--- config.mk ---
export PLATFORM = sky130hd
export DESIGN_NAME = sh_host
export DESIGN_NICKNAME = d
export VERILOG_FILES = /design/src/sh_pkg.sv /design/src/sh_timer.sv /design/src/sh_host.sv
export SDC_FILE = /design/constraint.sdc
export NUM_CORES = 1
export LEC_CHECK = 0
export BUFFER_PORTS_ARGS = -buffer_cell sky130_fd_sc_hd__buf_4
export CORE_ASPECT_RATIO = 0.75
export CORE_MARGIN = 3
export CORE_UTILIZATION = 52
export DETAILED_ROUTE_END_ITERATION = 10
export GPL_TIMING_DRIVEN = 1
export PLACE_DENSITY = 0.79
export SYNTH_ARGS = -nofsm -noshare
export SYNTH_HDL_FRONTEND = slang
export SYNTH_SLANG_ARGS = --single-unit
--- constraint.sdc ---
create_clock -name i_clk -period 2.4 [get_ports i_clk]
set_clock_uncertainty 0.1 [all_clocks]
set_input_delay 0 -clock i_clk [delete_from_list [all_inputs] [get_ports i_clk]]
set_output_delay 0 -clock i_clk [all_outputs]
set_load 0.005 [all_outputs]
--- src/sh_pkg.sv ---
// shared types and timing constants for the static memory host controller
package sh_pkg;

    // ------------------------------------------------------------
    // geometry
    // ------------------------------------------------------------
    localparam int ADDR_W = 16;
    localparam int DATA_W = 16;
    localparam int LANES  = 2;

    // ------------------------------------------------------------
    // timing in ns and the cycle counts derived from it
    // ------------------------------------------------------------
    localparam int CLK_NS      = 10;
    localparam int T_AA_NS     = 55;
    localparam int T_PWE_NS    = 40;
    localparam int T_HZOE_NS   = 20;
    localparam int SYNC_STAGES = 2;
    localparam int TMR_W       = 4;
    localparam int RD_CYC      = (T_AA_NS + CLK_NS - 1) / CLK_NS;
    localparam int PWE_CYC     = (T_PWE_NS + CLK_NS - 1) / CLK_NS;
    localparam int TURN_CYC    = (T_HZOE_NS + CLK_NS - 1) / CLK_NS;
    localparam logic [TMR_W-1:0] RD_LOAD =
        TMR_W'(RD_CYC + SYNC_STAGES);
    localparam logic [TMR_W-1:0] PWE_LOAD  = TMR_W'(PWE_CYC - 1);
    localparam logic [TMR_W-1:0] TURN_LOAD = TMR_W'(TURN_CYC - 1);

    // ------------------------------------------------------------
    // reset values of the pins (deselected, nothing driven)
    // ------------------------------------------------------------
    localparam logic [ADDR_W-1:0] ADDR_RST = 16'h0000;
    localparam logic [DATA_W-1:0] DATA_RST = 16'h0000;

    // ------------------------------------------------------------
    // carriers
    // ------------------------------------------------------------
    typedef struct packed {
        logic              we;
        logic [LANES-1:0]  be;
        logic [ADDR_W-1:0] addr;
        logic [DATA_W-1:0] wdata;
    } sh_req_t;

    typedef struct packed {
        logic              select_active_low;
        logic              select_active_high;
        logic              write_strobe_n;
        logic              output_gate_n;
        logic              upper_lane_enable_n;
        logic              lower_lane_enable_n;
        logic [ADDR_W-1:0] addr;
    } sh_pins_t;

    localparam sh_pins_t PINS_RST = '{
        select_active_low:   1'b1,
        select_active_high:  1'b0,
        write_strobe_n:      1'b1,
        output_gate_n:       1'b1,
        upper_lane_enable_n: 1'b1,
        lower_lane_enable_n: 1'b1,
        addr:                ADDR_RST
    };

    typedef enum logic [2:0] {
        SH_IDLE,
        SH_RD_WAIT,
        SH_RD_TURN,
        SH_WR_SETUP,
        SH_WR_PULSE,
        SH_WR_HOLD
    } sh_state_t;

endpackage

--- src/sh_timer.sv ---
// down counter that times the read wait, read turnaround and write strobe phases of a memory cycle
`timescale 1ns/100ps
module sh_timer #(
    parameter int W = 4
) (
    // clock and reset
    input  wire logic         i_clk,
    input  wire logic         i_resetn,
    // control
    input  wire logic         i_load,
    input  wire logic [W-1:0] i_count,
    // status
    output logic              o_done
);
    typedef struct packed {
        logic [W-1:0] cnt;
    } sh_tmr_t;

    sh_tmr_t r;
    sh_tmr_t next_r;

    always_comb begin
        next_r = r;
        if (i_load) begin
            next_r.cnt = i_count;
        end else if (r.cnt != '0) begin
            next_r.cnt = r.cnt - W'(1);
        end
    end

    always_ff @(posedge i_clk or negedge i_resetn) begin
        if (!i_resetn) begin
            r <= '0;
        end else begin
            r <= next_r;
        end
    end

    assign o_done = (r.cnt == '0);
endmodule // sh_timer

--- src/sh_host.sv ---
// host controller driving an asynchronous 64K x 16 static memory
//
// How it works
// - a write needs both selects active, the strobe low and a lane enabled.
// - a read needs both selects active, the gate low and the strobe high.
// - write data is set up and held about the edge that ends the write.
// - the host never drives the bus while the memory may still drive it.
`timescale 1ns/100ps
module sh_host (
    // clock and reset
    input  wire logic                  i_clk,
    input  wire logic                  i_resetn,
    // user request
    input  wire logic                  i_req_valid,
    input  wire sh_pkg::sh_req_t       i_req,
    output logic                       o_req_ready,
    // user read answer
    output logic                       o_rvalid,
    output logic [sh_pkg::DATA_W-1:0]  o_rdata,
    // memory pins
    output sh_pkg::sh_pins_t           o_pins,
    input  wire logic [sh_pkg::DATA_W-1:0] i_dq,
    output logic [sh_pkg::DATA_W-1:0]  o_dq,
    output logic                       o_dq_oe
);
    import sh_pkg::*;

    // ------------------------------------------------------------
    // state
    // ------------------------------------------------------------
    typedef struct packed {
        sh_state_t         st;
        sh_pins_t          pins;
        logic [DATA_W-1:0] dq;
        logic              dq_oe;
        logic [DATA_W-1:0] rdata;
        logic              rvalid;
        logic [DATA_W-1:0] sync1;
        logic [DATA_W-1:0] sync2;
    } sh_host_t;

    sh_host_t         r;
    sh_host_t         next_r;
    logic             tmr_load;
    logic [TMR_W-1:0] tmr_count;
    logic             tmr_done;

    sh_timer #(
        .W (TMR_W)
    ) u_timer (
        .i_clk    (i_clk),
        .i_resetn (i_resetn),
        .i_load   (tmr_load),
        .i_count  (tmr_count),
        .o_done   (tmr_done)
    );

    // ------------------------------------------------------------
    // sequencing
    // ------------------------------------------------------------
    always_comb begin
        next_r        = r;
        next_r.rvalid = 1'b0;
        next_r.sync1  = i_dq;
        next_r.sync2  = r.sync1;
        tmr_load      = 1'b0;
        tmr_count     = '0;
        case (r.st)
            SH_IDLE: begin
                // no lane means a deselected device: nothing to run
                if (i_req_valid && (i_req.be != '0)) begin
                    next_r.pins.select_active_low   = 1'b0;
                    next_r.pins.select_active_high  = 1'b1;
                    next_r.pins.addr                = i_req.addr;
                    next_r.pins.lower_lane_enable_n = !i_req.be[0];
                    next_r.pins.upper_lane_enable_n = !i_req.be[1];
                    if (i_req.we) begin
                        // gate stays high, so the memory cannot drive
                        next_r.dq    = i_req.wdata;
                        next_r.dq_oe = 1'b1;
                        next_r.st    = SH_WR_SETUP;
                    end else begin
                        next_r.pins.output_gate_n = 1'b0;
                        tmr_load  = 1'b1;
                        tmr_count = RD_LOAD;
                        next_r.st = SH_RD_WAIT;
                    end
                end
            end
            SH_RD_WAIT: begin
                // access time plus the input synchroniser depth
                if (tmr_done) begin
                    next_r.rdata = r.sync2 & {
                        {8{!r.pins.upper_lane_enable_n}},
                        {8{!r.pins.lower_lane_enable_n}}};
                    next_r.rvalid = 1'b1;
                    next_r.pins   = PINS_RST;
                    tmr_load      = 1'b1;
                    tmr_count     = TURN_LOAD;
                    next_r.st     = SH_RD_TURN;
                end
            end
            SH_RD_TURN: begin
                // let the memory release the bus before we may drive
                if (tmr_done) begin
                    next_r.st = SH_IDLE;
                end
            end
            SH_WR_SETUP: begin
                next_r.pins.write_strobe_n = 1'b0;
                tmr_load  = 1'b1;
                tmr_count = PWE_LOAD;
                next_r.st = SH_WR_PULSE;
            end
            SH_WR_PULSE: begin
                // strobe edge ends the write; data still held
                if (tmr_done) begin
                    next_r.pins.write_strobe_n = 1'b1;
                    next_r.st = SH_WR_HOLD;
                end
            end
            SH_WR_HOLD: begin
                // one hold cycle, then release bus and selects together
                next_r.pins  = PINS_RST;
                next_r.dq_oe = 1'b0;
                next_r.st    = SH_IDLE;
            end
            default: begin
                next_r.st = SH_IDLE;
            end
        endcase
    end

    always_ff @(posedge i_clk or negedge i_resetn) begin
        if (!i_resetn) begin
            r.st     <= SH_IDLE;
            r.pins   <= PINS_RST;
            r.dq     <= DATA_RST;
            r.dq_oe  <= 1'b0;
            r.rdata  <= DATA_RST;
            r.rvalid <= 1'b0;
            r.sync1  <= DATA_RST;
            r.sync2  <= DATA_RST;
        end else begin
            r <= next_r;
        end
    end

    // ------------------------------------------------------------
    // outputs
    // ------------------------------------------------------------
    assign o_req_ready = (r.st == SH_IDLE);
    assign o_rvalid    = r.rvalid;
    assign o_rdata     = r.rdata;
    assign o_pins      = r.pins;
    assign o_dq        = r.dq;
    assign o_dq_oe     = r.dq_oe;
endmodule // sh_host

; ---- Word level (Yosys, flattened, before mapping)
; Index checks and enable logic that the tools add are counted.
[totals]
out_inout_bits = 57
reg_bits = 95
wordCells = 74
input_bits = 54
[classes]
mux = 26
n_reduce_logical = 20
eq_ne = 11
bitwise_logic = 1
addsub = 1
[ops]
columns = cell, n
row1 = one-hot mux 19 bit (3 select lines), 1
row2 = 2-to-1 mux 36 bit, 1
row3 = 2-to-1 mux 25 bit, 1
row4 = 2-to-1 mux 17 bit, 1
row5 = bitwise AND 16 bit, 1
row6 = 2-to-1 mux 4 bit, 4
row7 = one-hot mux 3 bit (5 select lines), 1
row8 = one-hot mux 4 bit (3 select lines), 1
row9 = AND reduction 3 bit, 4
row10 = "!= test 2 bit, second input constant", 5
row11 = 2-to-1 mux 1 bit, 8
row12 = AND reduction 4 bit, 2
row13 = nonzero test 4 bit, 2
row14 = "== test 3 x 2 -> 1 bit, second input constant", 2
row15 = "== test 3 bit, second input constant", 2
row16 = 2-to-1 mux 3 bit, 2
row17 = one-hot mux 2 bit (3 select lines), 1
row18 = nonzero test 2 bit, 3
row19 = 2-to-1 mux 5 bit, 1
row20 = zero test 1 bit, 4
row21 = zero test 4 bit, 1
row22 = one-hot mux 1 bit (4 select lines), 1
row23 = "subtractor 4 x 1 -> 4 bit, second input constant", 1
row24 = "== test 3 x 1 -> 1 bit, second input constant", 1
row25 = 8 further kinds, 8

; ---- Depth between registers and ports, before layout
[depth]
word_depth = 5
ltp_mapped = 8
mapped_depth_nobuf = 6

; ---- Cells and area by module
; Synthesis repeated with hierarchy kept, for this count alone.
[unflattened]
hier_cells = 346
area_unflattened_um2 = 4008.8
[modules_own_cells]
columns = mod, area_per_inst_um2, cells_each, seq_area_each_um2, instances
row1 = sh_host, 3774.9, 324, 2283.4, 1
row2 = sh_timer, 234.0, 22, 100.1, 1

; ---- Least setup slack after synthesis
; No wires, ideal clock.
[synth_timing]
path_type = register -> register
start = reg u_timer.r[0] in the netlist's numbering
end = reg r (netlist bit o_rdata[10])
setup_time_ns = 0.125
arrival_ns = 1.961
synth_period_minus_slack_ns = 2.186
setup_slack_ns = 0.214
path_buffers = 2
t_required_ns = 2.175
path_stages_with_launch = 9
path_cell_list = dfrtp_1 inv_1 ha_1 or3b_1 buf_2 or3_4 clkinv_4 buf_12 mux2_4
[synth_via]
elab_chain_len = 2
[synth_lines]
columns = element, line
row1 = "start, declared", sh_timer.sv:19  ; sh_tmr_t r;
row2 = "start signal, assigned", sh_timer.sv:35  ; r <= next_r;
row3 = zero test 4 bit, sh_timer.sv:39  ; assign o_done = (r.cnt == '0);
row4 = AND reduction 2 bit (no source line), --
row5 = "end signal, assigned", sh_host.sv:145  ; r <= next_r;
row6 = "end, declared", sh_host.sv:42  ; sh_host_t r;
; No other way between the ends.
; A chain may end at the register's enable or synchronous reset.

; ---- Final worst setup path
[layout_timing]
start = reg u_timer.r[0] in the netlist's numbering
end = reg r (netlist bit o_rdata[0])
; Same word-level chain as after synthesis.

==> results.md <==
* Outcome: finished clean
* Internal at 0.00397 W
* Die Ht at 82.2 um
* Hold Vio Cnt, Final at 0
* HPWL after DPL at 5510 um
* Worst Path Required at 2540 ps
* Clk sinks at 95
* Post-Synthesis Cells at 318
* I/O pins at 111
* Clk buf depth at 2
* Logic pwr share at 0.358
* Sequential power share at 0.433
* Register area share after synthesis at 0.592
* R2R Path Start: u_timer.r[0]$_DFFE_PN0P_
* Psw at 0.00178 W
* Die W at 108 um
* Slew @ Worst Pin at 601 ps
* Startpoint types: flip-flop
* Num rows at 27
* DP Cell Count at 472
* Cells along the critical path: inv_1, ha_1, or3b_1, or3_4, clkinv_4, mux2_2
* DR vias at 2686
* Top cells by count, synth: dfrtp_1 (90), buf_4 (54), mux2_2 (25)
* Routed len/inst at 15.9 um
* VDD IR max at 0.000747 V
* Post-CTS setup buffer count at 0
* Yosys cell types at 41
* Worst slew margin at 0.599
* CP peak stage delay at 390 ps
* Share of layout cells above drive strength 1 at 0.404
* Synth area leaders: dfrtp_1 (56%), buf_4 (10%), mux2_2 (7.0%)
* Antenna-violating nets left at 0
* GRT Total Usage at 0.205
* RSZ-0062 raised after global routing: no
* Switching share of power at 0.310
* DR DRC count at 0
* Synth warn at 0
* CP endpoint: o_rdata[0]$_DFFE_PN0P_
* Iter 0 DRT Violations at 110
* R2r endpoint: o_rdata[0]$_DFFE_PN0P_
* Core Box Area at 0.00743 mm^2
* Net Count, Synth at 373
* Pre-antenna DRT Iters at 4
* Worst Setup SP: u_timer.r[0]$_DFFE_PN0P_
* Ant. Diodes at 0
* Synth top area share at 0.560
* CTS tree: built
* Hold WS at 88.0 ps
* Dominant cell type by area after synthesis: dfrtp_1
* Largest net degree at the start of global routing at 46
* Initial Util at 0.541
* Clock Latency Late Sink at 360 ps
* Busiest grt layer: met2
* Vias/cell at 4.96
* CP max-delay cell: or3b_1
* Max Slew Vio Count at 0
* H-tree levels at 3
* Max FO, Critical Path at 18
* GRT overflow at 0
* Fillcell total at 534
* CP arrival at 2360 ps
* Placer Congestion at 0.902
* Synthesized area at 0.00402 mm^2
* Period utilisation layout at 0.924
* Power Density at 1070 mW/mm^2
* Static Leak at 2.55 nW
* Post-synth EDFFs at 0
* Routed WL at 8630 um
* First-pass GRT wire length at 13900 um
* CTS Buf Count at 9
* Max Cap Viol at 0
* Placement Setup Slack at 198 ps
* Root Buffer: clkbuf_8
* Initial antenna violation count at 0
* Final setup fails at 0
* GR Util met2 at 0.377
* Fin worst setup slack at 182 ps
* GRT met1 Usage at 0.233
* Port buffer count at 110
* Area added between synthesis and finish at 33.2%
* Die ar. at 0.00884 mm^2
* Top FF cell, synth: dfrtp_1
* Final nets at 491
* Clk pwr share at 0.209
* Most numerous cell in the Yosys netlist: dfrtp_1
* Reg2reg setup slack at 180 ps
* Post-Layout Cell Count at 542
* Final min period at 2220 ps
* Fmax at 451 MHz
* Flops & latches, synth at 95
* Avg Inst Size Synth at 12.7 um^2
* CP Capture Type: flip-flop
* Fraction of registers with async set/reset at 1.00
* Area used by multi-input combinational logic at 0.00108 mm^2
* Hold WC Path Type: in2async
* Register area at 0.00238 mm^2
* Clk slew on worst S/H paths at 90 ps
* M3 GR Usage at 0.0606
* Setup tns final at 0 ps
* R2R depth at 6
* Setup CP Type: reg2reg
* Vias in the first global route at 2813
per-layer routing:
| metal | vias to the layer above | part of all wire | wire, um |
|---|---|---|---|
| li1 | 1263 | - | - |
| met1 | 1315 | 0.40 | 3450 |
| met2 | 95 | 0.53 | 4550 |
| met5 | - | 0 | 0 |
| met4 | 0 | 0.012 | 106 |
| met3 | 13 | 0.059 | 512 |
critical path: cells and delay by family, from the launching register on:
family                     cells  cell delay [ps]
and+or+nand+nor                2              760
DFF                            1              380
muxes                          1              370
buffers and inverters          2              280
adders and majority gates      1              220
layout make-up:
cell class                      instances  share of cell area
Multi-Input combinational cell        133               0.201
Inverter                               25              0.0184
Tap cell                              101              0.0236
Sequential cell                        95               0.445
Timing Repair Buffer                  172               0.268
Clock buffer                           11              0.0282
Clock inverter                          5              0.0161
sequential cells by signal (all words and copies together), names as in the netlist:
name	count
o_rdata	16
o_rvalid	1
u_timer.r	4
o_pins	22
o_dq_oe	1
o_dq	16
r	19
next_r	16
power groups by stage:
stage	clock network (W)	logic, W	registers [W]
6_report	0.00120	0.00206	0.00249
5_1_grt	0.00131	0.00227	0.00256
4_1_cts	0.00124	0.00207	0.00248
3_5_place_dp	0	0.00199	0.00251
3_3_place_gp	0	0.00192	0.00248
2_1_floorplan	0	0.00157	0.00239
cells in the final DEF, fill, tap and decap left out, drive strengths merged:
master / synthesis / final
mux2: 33 / 33
nand3b: 3 / 3
and3b: 1 / 1
a21oi: 4 / 4
xnor2: 2 / 2
a21o: 1 / 1
o221ai: 2 / 2
a32oi: 16 / 16
nor3b: 1 / 1
dlygate4sd3: 0 / 54
nand2: 5 / 5
nor2: 2 / 2
ha: 1 / 1
inv: 24 / 26
nand3: 1 / 1
a32o: 2 / 2
or3b: 1 / 1
nand2b: 2 / 2
o21ai: 23 / 23
a31o: 1 / 1
clkbuf: 7 / 11
and2: 1 / 1
nor3: 2 / 2
dfstp: 5 / 5
buf: 58 / 118
o221a: 1 / 1
bufinv: 0 / 2
a211oi: 3 / 3
o21a: 1 / 1
or3: 2 / 2
clkinv: 1 / 2
or2: 1 / 1
dfrtp: 90 / 90
and3: 1 / 1
a211o: 1 / 1
nor2b: 18 / 18
nor4bb: 1 / 1
timing repair:
item / in CTS / in global routing
gates resized for setup: 0 / 0
hold buffers: 54 / 0
endpoints found under the hold margin: 126 / 0
per-stage QoR:
step | power, W | util | cell area (um^2)
floorplan | 0.00396 | - | 4020
global placement | 0.00440 | 0.617 | 4580
detailed placement | 0.00450 | 0.617 | 4580
CTS | 0.00579 | 0.721 | 5360
global route | 0.00613 | 0.721 | 5360
finish | 0.00576 | 0.721 | 5360
worst min path at each step:
stage,from,endpoint,slack [ps]
2_1_floorplan,i_resetn,next_r[0]$_DFF_PN0_,-400
3_3_place_gp,i_resetn,o_pins[1]$_DFFE_PN0P_,-60
3_5_place_dp,i_resetn,o_pins[1]$_DFFE_PN0P_,-60
4_1_cts,i_resetn,o_rdata[13]$_DFFE_PN0P_,90
5_1_grt,i_resetn,o_pins[4]$_DFFE_PN0P_,120
6_report,i_resetn,o_pins[1]$_DFFE_PN0P_,90
cell families after synthesis:
family,share of synthesized area
DFF,0.592
AOI/OAI and AO/OA,0.0942
adders and majority gates,0.00311
muxes,0.0998
xor gates and xnor gates,0.00435
and+or+nand+nor,0.0659
buffers and inverters,0.140
No activity file was read; power rests on OpenSTA's default activity.
